[src/hdl/swc_params.svh]
`ifndef SWC_PARAMS_SVH
`define SWC_PARAMS_SVH
// Wake source bit positions in the source vector
`define SWC_SRC_EDGE     0
`define SWC_SRC_PORTCHG  1
`define SWC_SRC_PERIPH   2
// Clock-independent peripheral source positions
`define SWC_PER_PARPORT  0
`define SWC_PER_TIMERONE 1
`define SWC_PER_CAPT     2
`define SWC_PER_SPEV     3
`define SWC_PER_SYNCBIT  4
`define SWC_PER_SYNCSLV  5
`define SWC_PER_SERSLV   6
`define SWC_PER_ADRC     7
`define SWC_PER_EEWR     8
`define SWC_PER_COUNT    9
// Interrupt vector address
`define SWC_IRQ_VECTOR   13'h0004
// Reset values of the status flags
`define SWC_TIMEOUT_RST   1'b1
`define SWC_POWERDOWN_RST 1'b1
// Oscillator start-up time in nanoseconds and clock period
`define SWC_OSC_START_NS 1000
`define SWC_CLK_NS       40
`endif

[src/hdl/swc_pkg.sv]
`include "swc_params.svh"
package swc_pkg;
    typedef enum logic [4:0] {
        SWC_RUN     = 5'h01,
        SWC_SLEEP   = 5'h02,
        SWC_OSCWAIT = 5'h04,
        SWC_NEXT    = 5'h08,
        SWC_VECTOR  = 5'h10
    } swc_state_t;

    typedef struct packed {
        logic [2:0] src_flag;
        logic [2:0] src_en;
        logic [`SWC_PER_COUNT-1:0] per_flag;
        logic [`SWC_PER_COUNT-1:0] per_en;
    } swc_irq_t;

    typedef struct packed {
        swc_state_t state;
        logic       timeout_flag;
        logic       powerdown_flag;
        logic       wdt_clear;
        logic       osc_on;
        logic       hold_ports;
        logic       core_run;
        logic       dev_reset;
        logic       exec_next;
        logic       branch_vec;
        logic       sleep_nop;
        logic [15:0] osc_cnt;
    } swc_regs_t;
endpackage : swc_pkg

[src/hdl/swc_sleep_wakeup.sv]
`timescale 1ns/1ps
`include "swc_params.svh"
// Functional notes
// - Sleep ends only on master clear, watchdog time-out when enabled, or an enabled interrupt.
// - Master clear in sleep resets the device; other wake sources resume without reset.
// - The power-down flag is one at power-up and cleared when sleep executes.
// - The time-out flag is cleared when a watchdog time-out wakes the device.
// - In sleep only clock-independent peripheral sources may wake the core.
// - Clock-dependent peripherals raise no interrupt while asleep.
// - The sleep instruction prefetches the instruction at the next address.
// - A source wakes the core only if its enable is set, regardless of global enable.
// - After interrupt wake the next instruction runs, then a vector branch if global enable is set.
// - A pending enabled interrupt before sleep makes sleep a no-op with no flag or watchdog change.
// - An interrupt during or after sleep lets sleep complete fully, then wakes at once.
// - Sleep entry clears watchdog and power-down, sets time-out, stops oscillator, holds ports.
// - Watchdog time-out resets when running and wakes when asleep.
module swc_sleep_wakeup #(
    parameter int OSC_START_CYC = (`SWC_OSC_START_NS + `SWC_CLK_NS - 1) / `SWC_CLK_NS
) (
    input  wire logic             clk_i,
    input  wire logic             rst_i,
    input  wire logic             master_clear_pin_i,
    input  wire logic             sleep_exec_i,
    input  wire logic             wdt_enable_i,
    input  wire logic             wdt_timeout_i,
    input  wire logic             global_irq_enable_i,
    input  wire swc_pkg::swc_irq_t irq_i,
    input  wire logic [12:0]      pc_i,
    output logic                  timeout_flag_o,
    output logic                  powerdown_flag_o,
    output logic                  wdt_clear_o,
    output logic                  osc_on_o,
    output logic                  hold_ports_o,
    output logic                  core_run_o,
    output logic                  dev_reset_o,
    output logic                  exec_next_o,
    output logic                  branch_vec_o,
    output logic                  sleep_nop_o,
    output logic [12:0]           fetch_addr_o
);
    initial begin
        if (OSC_START_CYC < 1 || OSC_START_CYC > 65535) begin
            $error("OSC_START_CYC out of range");
        end
    end

    swc_pkg::swc_regs_t st_r;
    swc_pkg::swc_regs_t st_nxt;
    logic [12:0]        fetch_r;
    logic [12:0]        fetch_nxt;
    logic               asleep;
    logic               irq_pend;
    logic               irq_wake;
    logic               wdt_wake;

    // Enabled sources; global enable is not part of the wake decision
    function automatic logic swc_pending(input swc_pkg::swc_irq_t v, input logic slp);
        logic per;
        per = |(v.per_flag & v.per_en);
        // Clock-dependent peripherals are folded into the periph bit and masked in sleep
        if (slp) begin
            return (v.src_flag[`SWC_SRC_EDGE] & v.src_en[`SWC_SRC_EDGE])
                 | (v.src_flag[`SWC_SRC_PORTCHG] & v.src_en[`SWC_SRC_PORTCHG])
                 | (per & v.src_en[`SWC_SRC_PERIPH]);
        end
        return |(v.src_flag & v.src_en) | (per & v.src_en[`SWC_SRC_PERIPH]);
    endfunction : swc_pending

    // Wake qualifiers
    assign asleep   = (st_r.state == swc_pkg::SWC_SLEEP);
    assign irq_pend = swc_pending(irq_i, 1'b0);
    assign irq_wake = swc_pending(irq_i, 1'b1);
    assign wdt_wake = wdt_enable_i & wdt_timeout_i;

    // Next-state logic
    always_comb begin
        st_nxt           = st_r;
        fetch_nxt        = fetch_r;
        st_nxt.wdt_clear = 1'b0;
        st_nxt.dev_reset = 1'b0;
        st_nxt.exec_next = 1'b0;
        st_nxt.branch_vec = 1'b0;
        st_nxt.sleep_nop = 1'b0;
        case (st_r.state)
            swc_pkg::SWC_RUN: begin
                if (wdt_wake) begin
                    st_nxt.dev_reset    = 1'b1;
                    st_nxt.timeout_flag = 1'b0;
                end else if (sleep_exec_i && irq_pend) begin
                    st_nxt.sleep_nop = 1'b1;
                end else if (sleep_exec_i) begin
                    fetch_nxt             = pc_i + 13'h0001;
                    st_nxt.wdt_clear      = 1'b1;
                    st_nxt.powerdown_flag = 1'b0;
                    st_nxt.timeout_flag   = 1'b1;
                    st_nxt.osc_on         = 1'b0;
                    st_nxt.hold_ports     = 1'b1;
                    st_nxt.core_run       = 1'b0;
                    st_nxt.state          = swc_pkg::SWC_SLEEP;
                end
            end
            swc_pkg::SWC_SLEEP: begin
                if (wdt_wake || irq_wake) begin
                    st_nxt.timeout_flag = wdt_wake ? 1'b0 : st_r.timeout_flag;
                    st_nxt.osc_on       = 1'b1;
                    st_nxt.osc_cnt      = 16'(OSC_START_CYC);
                    st_nxt.branch_vec   = 1'b0;
                    st_nxt.state        = swc_pkg::SWC_OSCWAIT;
                end
            end
            swc_pkg::SWC_OSCWAIT: begin
                if (st_r.osc_cnt <= 16'h0001) begin
                    st_nxt.osc_cnt    = 16'h0000;
                    st_nxt.core_run   = 1'b1;
                    st_nxt.hold_ports = 1'b0;
                    st_nxt.exec_next  = 1'b1;
                    st_nxt.state      = global_irq_enable_i ? swc_pkg::SWC_NEXT
                                                            : swc_pkg::SWC_RUN;
                end else begin
                    st_nxt.osc_cnt = st_r.osc_cnt - 16'h0001;
                end
            end
            swc_pkg::SWC_NEXT: begin
                st_nxt.branch_vec = 1'b1;
                fetch_nxt         = `SWC_IRQ_VECTOR;
                st_nxt.state      = swc_pkg::SWC_VECTOR;
            end
            swc_pkg::SWC_VECTOR: begin
                st_nxt.state = swc_pkg::SWC_RUN;
            end
            default: begin
                st_nxt.state = swc_pkg::SWC_RUN;
            end
        endcase
        // Master clear overrides the state, oscillator, core and port-hold controls and resets the device
        if (master_clear_pin_i) begin
            st_nxt.dev_reset  = 1'b1;
            st_nxt.state      = swc_pkg::SWC_RUN;
            st_nxt.osc_on     = 1'b1;
            st_nxt.core_run   = 1'b1;
            st_nxt.hold_ports = 1'b0;
            st_nxt.osc_cnt    = 16'h0000;
        end
    end

    // State register
    always_ff @(posedge clk_i) begin
        if (rst_i) begin
            st_r.state          <= swc_pkg::SWC_RUN;
            st_r.timeout_flag   <= `SWC_TIMEOUT_RST;
            st_r.powerdown_flag <= `SWC_POWERDOWN_RST;
            st_r.wdt_clear      <= 1'b0;
            st_r.osc_on         <= 1'b1;
            st_r.hold_ports     <= 1'b0;
            st_r.core_run       <= 1'b1;
            st_r.dev_reset      <= 1'b0;
            st_r.exec_next      <= 1'b0;
            st_r.branch_vec     <= 1'b0;
            st_r.sleep_nop      <= 1'b0;
            st_r.osc_cnt        <= 16'h0000;
            fetch_r             <= 13'h0000;
        end else begin
            st_r    <= st_nxt;
            fetch_r <= fetch_nxt;
        end
    end

    // Outputs straight from flops
    assign timeout_flag_o   = st_r.timeout_flag;
    assign powerdown_flag_o = st_r.powerdown_flag;
    assign wdt_clear_o      = st_r.wdt_clear;
    assign osc_on_o         = st_r.osc_on;
    assign hold_ports_o     = st_r.hold_ports;
    assign core_run_o       = st_r.core_run;
    assign dev_reset_o      = st_r.dev_reset;
    assign exec_next_o      = st_r.exec_next;
    assign branch_vec_o     = st_r.branch_vec;
    assign sleep_nop_o      = st_r.sleep_nop;
    assign fetch_addr_o     = fetch_r;

    // Assertions
    // Independent view of the clock-free wake sources, used only by the checks below
    logic chk_pin_wake;
    logic chk_per_wake;
    logic chk_grp_only;
    assign chk_pin_wake = (irq_i.src_flag[`SWC_SRC_EDGE] & irq_i.src_en[`SWC_SRC_EDGE])
                        | (irq_i.src_flag[`SWC_SRC_PORTCHG] & irq_i.src_en[`SWC_SRC_PORTCHG]);
    assign chk_per_wake = |(irq_i.per_flag & irq_i.per_en) & irq_i.src_en[`SWC_SRC_PERIPH];
    assign chk_grp_only = irq_i.src_flag[`SWC_SRC_PERIPH] & irq_i.src_en[`SWC_SRC_PERIPH]
                        & !chk_per_wake & !chk_pin_wake;

    // State register always holds exactly one state
    AST_STATE_ONEHOT: assert property (@(posedge clk_i) disable iff (rst_i)
        $onehot(st_r.state))
        else $error("state not one-hot");

    // Power-down flag only falls on the edge that enters sleep
    AST_PD_FALL: assert property (@(posedge clk_i) disable iff (rst_i)
        $fell(powerdown_flag_o) |-> asleep)
        else $error("power-down flag cleared outside sleep entry");

    // Clock-free peripheral with group enable wakes the core
    AST_PERIPH_WAKE: assert property (@(posedge clk_i) disable iff (rst_i)
        (asleep && chk_per_wake && !master_clear_pin_i) |=> (st_r.state == swc_pkg::SWC_OSCWAIT))
        else $error("clock-free peripheral did not wake");

    // Group flag without a clock-free peripheral keeps the core asleep
    AST_GROUP_ASLEEP: assert property (@(posedge clk_i) disable iff (rst_i)
        (asleep && chk_grp_only && !wdt_wake && !master_clear_pin_i) |=> asleep)
        else $error("clocked peripheral woke the core");

    // Sleep without a pending source always completes
    AST_SLEEP_DONE: assert property (@(posedge clk_i) disable iff (rst_i)
        (st_r.state == swc_pkg::SWC_RUN && sleep_exec_i && !irq_pend && !wdt_wake
         && !master_clear_pin_i) |=> asleep)
        else $error("sleep did not complete");

    // While asleep the flags show a completed sleep and the clock is off
    AST_ASLEEP_FLAGS: assert property (@(posedge clk_i) disable iff (rst_i)
        asleep |-> (timeout_flag_o && !powerdown_flag_o && !osc_on_o && !core_run_o
                    && hold_ports_o))
        else $error("sleep state outputs wrong");

    // Oscillator warm-up never raises a reset and never runs the core
    AST_OSCWAIT_QUIET: assert property (@(posedge clk_i) disable iff (rst_i)
        (st_r.state == swc_pkg::SWC_OSCWAIT) |-> (!dev_reset_o && !core_run_o && osc_on_o))
        else $error("warm-up outputs wrong");

    // The oscillator was already on OSC_START_CYC cycles before the resumed instruction
    AST_OSC_WARM: assert property (@(posedge clk_i) disable iff (rst_i)
        exec_next_o |-> $past(osc_on_o, OSC_START_CYC))
        else $error("core resumed before warm-up ended");

    // Without global enable the core continues and takes no vector
    AST_NO_VECTOR: assert property (@(posedge clk_i) disable iff (rst_i)
        (exec_next_o && !$past(global_irq_enable_i) && !master_clear_pin_i) |=> !branch_vec_o)
        else $error("vector taken with global enable clear");

    // With global enable the vector follows the resumed instruction
    AST_VECTOR_FOLLOWS: assert property (@(posedge clk_i) disable iff (rst_i)
        (exec_next_o && $past(global_irq_enable_i) && !master_clear_pin_i) |=> branch_vec_o)
        else $error("vector missing after resumed instruction");

    // The resumed instruction is the one prefetched at sleep entry
    AST_RESUME_ADDR: assert property (@(posedge clk_i) disable iff (rst_i)
        exec_next_o |-> $stable(fetch_addr_o))
        else $error("prefetch address lost during sleep");

    // A no-op sleep leaves both status flags as they were
    AST_NOP_FLAGS: assert property (@(posedge clk_i) disable iff (rst_i)
        sleep_nop_o |-> ($stable(timeout_flag_o) && $stable(powerdown_flag_o)))
        else $error("no-op sleep changed a flag");

    AST_SLEEP_ENTRY: assert property (@(posedge clk_i) disable iff (rst_i)
        ($rose(asleep)) |-> (!st_r.powerdown_flag && st_r.timeout_flag && !st_r.osc_on
                             && st_r.wdt_clear && st_r.hold_ports))
        else $error("sleep entry side effects missing");
    AST_NOP_SLEEP: assert property (@(posedge clk_i) disable iff (rst_i)
        (st_r.state == swc_pkg::SWC_RUN && sleep_exec_i && irq_pend && !wdt_wake
         && !master_clear_pin_i) |=> (sleep_nop_o && !wdt_clear_o
                                      && $stable(powerdown_flag_o) && !asleep))
        else $error("pending irq sleep not a no-op");
    AST_PREFETCH: assert property (@(posedge clk_i) disable iff (rst_i)
        ($rose(asleep)) |-> (fetch_addr_o == $past(pc_i) + 13'h0001))
        else $error("prefetch address wrong");
    AST_MASTER_CLEAR_PIN_RESET: assert property (@(posedge clk_i) disable iff (rst_i)
        master_clear_pin_i |=> (dev_reset_o && st_r.state == swc_pkg::SWC_RUN))
        else $error("master clear did not reset");
    AST_WDT_RUN_RESET: assert property (@(posedge clk_i) disable iff (rst_i)
        (st_r.state == swc_pkg::SWC_RUN && wdt_wake) |=> dev_reset_o)
        else $error("run-mode watchdog did not reset");
    AST_WDT_WAKE: assert property (@(posedge clk_i) disable iff (rst_i)
        (asleep && wdt_wake && !master_clear_pin_i) |=> (!timeout_flag_o && !dev_reset_o
                                                        && st_r.state == swc_pkg::SWC_OSCWAIT))
        else $error("watchdog wake wrong");
    AST_STAY_ASLEEP: assert property (@(posedge clk_i) disable iff (rst_i)
        (asleep && !wdt_wake && !irq_wake && !master_clear_pin_i) |=> asleep)
        else $error("spurious wake");
    AST_IRQ_WAKE: assert property (@(posedge clk_i) disable iff (rst_i)
        (asleep && irq_wake && !master_clear_pin_i) |=> (osc_on_o && !core_run_o))
        else $error("enabled irq did not wake");
    AST_OSC_FIRST: assert property (@(posedge clk_i) disable iff (rst_i)
        $rose(core_run_o) && !$past(master_clear_pin_i) |-> $past(osc_on_o, 1))
        else $error("core resumed before oscillator");
    AST_VECTOR: assert property (@(posedge clk_i) disable iff (rst_i)
        (st_r.state == swc_pkg::SWC_NEXT && !master_clear_pin_i) |=>
        (branch_vec_o && fetch_addr_o == `SWC_IRQ_VECTOR))
        else $error("vector branch missing");

    COV_SLEEP_WDT: cover property (@(posedge clk_i) disable iff (rst_i)
        asleep ##1 st_r.state == swc_pkg::SWC_OSCWAIT && !timeout_flag_o);
    COV_IRQ_VEC: cover property (@(posedge clk_i) disable iff (rst_i)
        st_r.state == swc_pkg::SWC_NEXT ##1 branch_vec_o);
    COV_NOP: cover property (@(posedge clk_i) disable iff (rst_i) sleep_nop_o);
    COV_MASTER_CLEAR_PIN_SLEEP: cover property (@(posedge clk_i) disable iff (rst_i)
        asleep && master_clear_pin_i);
    COV_GIE_OFF: cover property (@(posedge clk_i) disable iff (rst_i)
        exec_next_o && !$past(global_irq_enable_i));
endmodule : swc_sleep_wakeup

[config.mk]
export PLATFORM = sky130hd
export DESIGN_NAME = swc_sleep_wakeup
export DESIGN_NICKNAME = d
export VERILOG_FILES = /design/src/hdl/swc_pkg.sv /design/src/hdl/swc_sleep_wakeup.sv
export VERILOG_INCLUDE_DIRS = /design/src /design/src/hdl
export SDC_FILE = /design/constraint.sdc
export NUM_CORES = 1
export LEC_CHECK = 0
export ABC_AREA = 1
export BUFFER_PORTS_ARGS = -buffer_cell sky130_fd_sc_hd__buf_2
export CELL_PAD_IN_SITES_DETAIL_PLACEMENT = 0
export CELL_PAD_IN_SITES_GLOBAL_PLACEMENT = 1
export CORE_AREA = 3 3 93 95
export CTS_CLUSTER_DIAMETER = 100
export DETAILED_ROUTE_END_ITERATION = 10
export DIE_AREA = 0 0 96 98
export PLACE_DENSITY_LB_ADDON = 0.08
export SYNTH_ARGS = -nofsm -noshare
export SYNTH_HDL_FRONTEND = slang
export SYNTH_SLANG_ARGS = --single-unit
[constraint.sdc]
create_clock -name clk_i -period 1.5 [get_ports clk_i]
set_input_delay 0.3 -clock clk_i [delete_from_list [all_inputs] [get_ports clk_i]]
set_output_delay 0.3 -clock clk_i [all_outputs]
set_load 0.02 [all_outputs]
==> results list <==
- Result of the run: finished clean
* Flip-flop and latch count after synthesis: 44
- The number of hold buffers added after CTS was 0.
* Post-layout nets: 552
- Wirelength per Cell: 12.0 um
- In this run the worst setup path begins at st_r[26].
- Height of the die: 98 um
* Fraction of layout cells with a size suffix above 1: 0.347
- The startpoint identified for the worst register-to-register timing path is st_r[26].
* Placed cell areas: between 3000 and 4000 um^2
- For this run, the top clock speed supported by timing is 690 MHz.
- For the worst flop-to-flop path, the logic depth is 11.
- Sum of overflow across all layers after global routing: 0
- Final count of negative-setup-slack endpoints: 0
* Worst IR drop on VDD: 0.000288 V
* First-pass GRT wire length: 11.9 mm
- The worst path in the final design needs a cycle of between 1 and 1.5 ns, including I/O delays and setup.
- RSZ-0062 raised after global routing: true
- Of all nets on the critical path, the largest fanout is 9.
* Placeable core area: 7810 um^2
- DIE AREA: 9410 um^2
- Worst endpoint data arrival time: between 1.5 and 2 ns
- The initial antenna violation count is 0.
- The pre-antenna-repair detailed-routing pass consisted of 4 iterations.
* Largest area contributor in the netlist: sky130_fd_sc_hd__dfxtp_1
* Worst slack at placement: -0.123 ns
- Period utilisation layout: 0.966
- The total count of max-transition violations in the final report is 0.
- In the synthesized netlist the dominant register cell turns out to be sky130_fd_sc_hd__dfxtp_1.
- Compared with the post-synthesis result, the final layout area differs by 37.8%.
- After filler insertion, the fill cell instance count of the layout stands at 846.
- After technology mapping, the gate count stands at 394.
- Hold worst-path end: dev_reset_o
* Total Routed Length: 7.29 mm
- Post-synth EDFFs: 0
- The mapped netlist covers 2590 um^2.
- Num ports: 67
- Detailed-placement wirelength estimate: 5.47 mm
* Category of the most critical setup path: flop to flop
- Number of DRC violations after detailed routing: 0
* Cts bufs inserted: 5
- Critical R2R Capture: fetch_addr_o[2]
- Synthesized netlist net count: 441
- The startpoint identified for the worst hold timing path is master_clear_pin_i.
- Register-to-Register Setup Slack: 0.05 ns
* Main area contributors after synthesis: sky130_fd_sc_hd__dfxtp_1 34%, sky130_fd_sc_hd__nand2_1 15%, sky130_fd_sc_hd__nor2_1 7.7%, sky130_fd_sc_hd__a21oi_1 7.5%, sky130_fd_sc_hd__inv_1 6.5%
- Once layout is complete, the cells apart from fillers number 607.
* Number of different library cells in the post-synthesis netlist: 37
- The number of global-route vias before repair is 2629.
* GRT Resource Usage Total: 0.154
- For the final database, setup skew stands at 0.0105 ns.
- At the pin with the least slew margin, the transition time is 0.477 ns.
* Req. time, crit path: 1.68 ns
* TritonCTS Sinks: 44
* Cell count of the worst hold path: 3
- Die boundary width: 96 um
- The floorplan has 32 rows.
- The routed layout has 2818 vias.
- The count of buffers added on input and output ports is 66.
* Total power density per cell area: approximately 700 nW/um^2
- Sum of internal, switching and leakage power: 2.48 mW
- No sink is reached through more buffers than the 2 on the longest clock path.
* Initial core utilization: 0.331
- Layout Cell Area excl Fill: 3570 um^2
- The total count of hold-check failures in the final report was 0.
* Clock tree from TritonCTS: built
- Number of max-cap violations: 0
- In the routed layout, each cell is associated on average with a via count of 4.64.
- Once placement completed, the tool counted placed cells totaling 596.
- Fraction of post-synthesis cell area in the top cell type by area: 0.340
* PnR worst setup slack: approximately 0.051 ns
- During synthesis, Yosys emitted a total of 0 warnings.
- Leakage power: between 1.5 and 2 nW
- For this run, the share of the core covered by cells in the final layout is 0.457.
* Mean cell area of the mapped netlist: 6.57 um^2
* H-tree lvl count: 2
- Crit. End Element: flop
- Post-DRT Antenna Nets: 0
- Total inserted antenna cells: 0
- The clock reaches the later pin of the worst-skew pair after 0.30 ns.
- Maximum number of pins on one net before global-route repair: 17
* DRC marker count from the first detailed-route iteration: 70
- CTS placed an instance of sky130_fd_sc_hd__clkbuf_8 at the clock tree root.
* RD Place Congestion: 0.771
* Worst min-delay path class: input pin to flop
* Seq/Total Area, Yosys: 0.340
* Ys async rst share: 0
- Critical Path Source Type: flop
- Worst slew margin: 0.682
- After clock tree synthesis, the clock-pin slew on the worst setup and hold paths is ~0.090 ns.
## layer usage
metal  vias to the layer above  share of wire  track usage
met4                         0          0.022       0.0394
met2                        52           0.48        0.259
met1                      1238           0.45        0.201
met3                        10          0.043       0.0285
li1                       1518              -            -
met5                         -              0            0
## worst max-delay path: stages (launching register included)
cell	delay, ns
sky130_fd_sc_hd__dfxtp_2	0.36
sky130_fd_sc_hd__inv_2	0.04
sky130_fd_sc_hd__nor2_2	0.08
sky130_fd_sc_hd__nand3_2	0.12
sky130_fd_sc_hd__buf_6	0.15
sky130_fd_sc_hd__nor2_4	0.08
sky130_fd_sc_hd__inv_2	0.06
sky130_fd_sc_hd__o21ai_4	0.06
sky130_fd_sc_hd__inv_4	0.08
sky130_fd_sc_hd__buf_6	0.14
sky130_fd_sc_hd__nand4_1	0.09
sky130_fd_sc_hd__a21oi_1	0.07
## registers in the layout, summed over array words and instances, names as in the netlist
signal / cells
exec_next_o: 1
osc_on_o: 1
timeout_flag_o: 1
powerdown_flag_o: 1
st_r: 21
fetch_addr_o: 13
hold_ports_o: 1
wdt_clear_o: 1
dev_reset_o: 1
sleep_nop_o: 1
core_run_o: 1
branch_vec_o: 1
## cells in the mapped netlist (2+ instances only)
| cell | number |
|---|---|
| sky130_fd_sc_hd__a21oi_1 | 39 |
| sky130_fd_sc_hd__or2_2 | 2 |
| sky130_fd_sc_hd__inv_2 | 2 |
| sky130_fd_sc_hd__nand4_1 | 24 |
| sky130_fd_sc_hd__o21bai_1 | 2 |
| sky130_fd_sc_hd__nand2_1 | 101 |
| sky130_fd_sc_hd__nor4_1 | 2 |
| sky130_fd_sc_hd__nor3_1 | 7 |
| sky130_fd_sc_hd__buf_6 | 4 |
| sky130_fd_sc_hd__inv_1 | 45 |
| sky130_fd_sc_hd__o21ai_0 | 8 |
| sky130_fd_sc_hd__nor2_1 | 53 |
| sky130_fd_sc_hd__o21ai_4 | 2 |
| sky130_fd_sc_hd__a211oi_1 | 3 |
| sky130_fd_sc_hd__dfxtp_1 | 44 |
| sky130_fd_sc_hd__clkbuf_1 | 3 |
| sky130_fd_sc_hd__ha_1 | 3 |
| sky130_fd_sc_hd__nand3_1 | 24 |
| sky130_fd_sc_hd__xor2_1 | 7 |
| sky130_fd_sc_hd__nand3b_1 | 2 |
## layout make-up
class	instances	area (um^2)	share of cell area
Clock buffer	6	72.6	0.0204
Clock inverter	1	5.00	0.00140
Sequential cell	44	886	0.248
Inverter	49	190	0.0533
Timing Repair Buffer	111	676	0.189
Multi-Input combinational cell	294	1610	0.451
Tap cell	102	128	0.0358
## stage by stage
step	setup TNS (ns)	hold slack, ns
floorplan	0	0.421
CTS	-0.0253	0.236
detailed placement	-1.63	0.435
global placement	-1.12	0.427
finish	0	0.236
global route	-1.35	0.260
## what timing repair did
item,4_1_cts,5_1_grt
resized for setup,7,43
buffers inserted,0,1
gates cloned,1,2
pin swaps,1,15
endpoints found under the setup margin,30,39
## where the power goes
group	internal, mW	switching [mW]
clock network	0.318	0.411
registers	1.21	0.0213
logic	0.215	0.308
total	1.74	0.741
## placed cells by master, fill, tap and decap left out, drive strengths merged
cell type,instances
nand3b,2
nor4,2
clkbuf,6
nand4,25
xor2,7
o22ai,1
a211oi,3
nand2,103
buf,111
ha,3
o21ai,12
nor2,55
dfxtp,44
inv,48
o21bai,2
clkinv,2
or2,3
a21o,1
a21oi,39
o21a,1
nor3,7
nand3,28
## logic make-up (layout without fill, tap and decap cells)
family,after synthesis,after routing,share of synthesized area
AOI/OAI and AO/OA,58,59,0.128
xor gates and xnor gates,7,7,0.0237
adders and majority gates,3,3,0.0145
buffers and inverters,59,167,0.105
DFF,44,44,0.340
and+or+nand+nor,223,225,0.388
## how the worst max path moves through the flow
stage,cells past startpoint,to,slack [ns]
after floorplan,8,st_r[9],0.02
after global placement,13,st_r[26],-0.08
after detailed placement,11,fetch_addr_o[10],-0.12
after CTS,11,fetch_addr_o[4],-0.009
after global routing,10,st_r[26],-0.1
final,11,fetch_addr_o[2],0.05
Note: power is estimated with default switching activity, not from simulation.
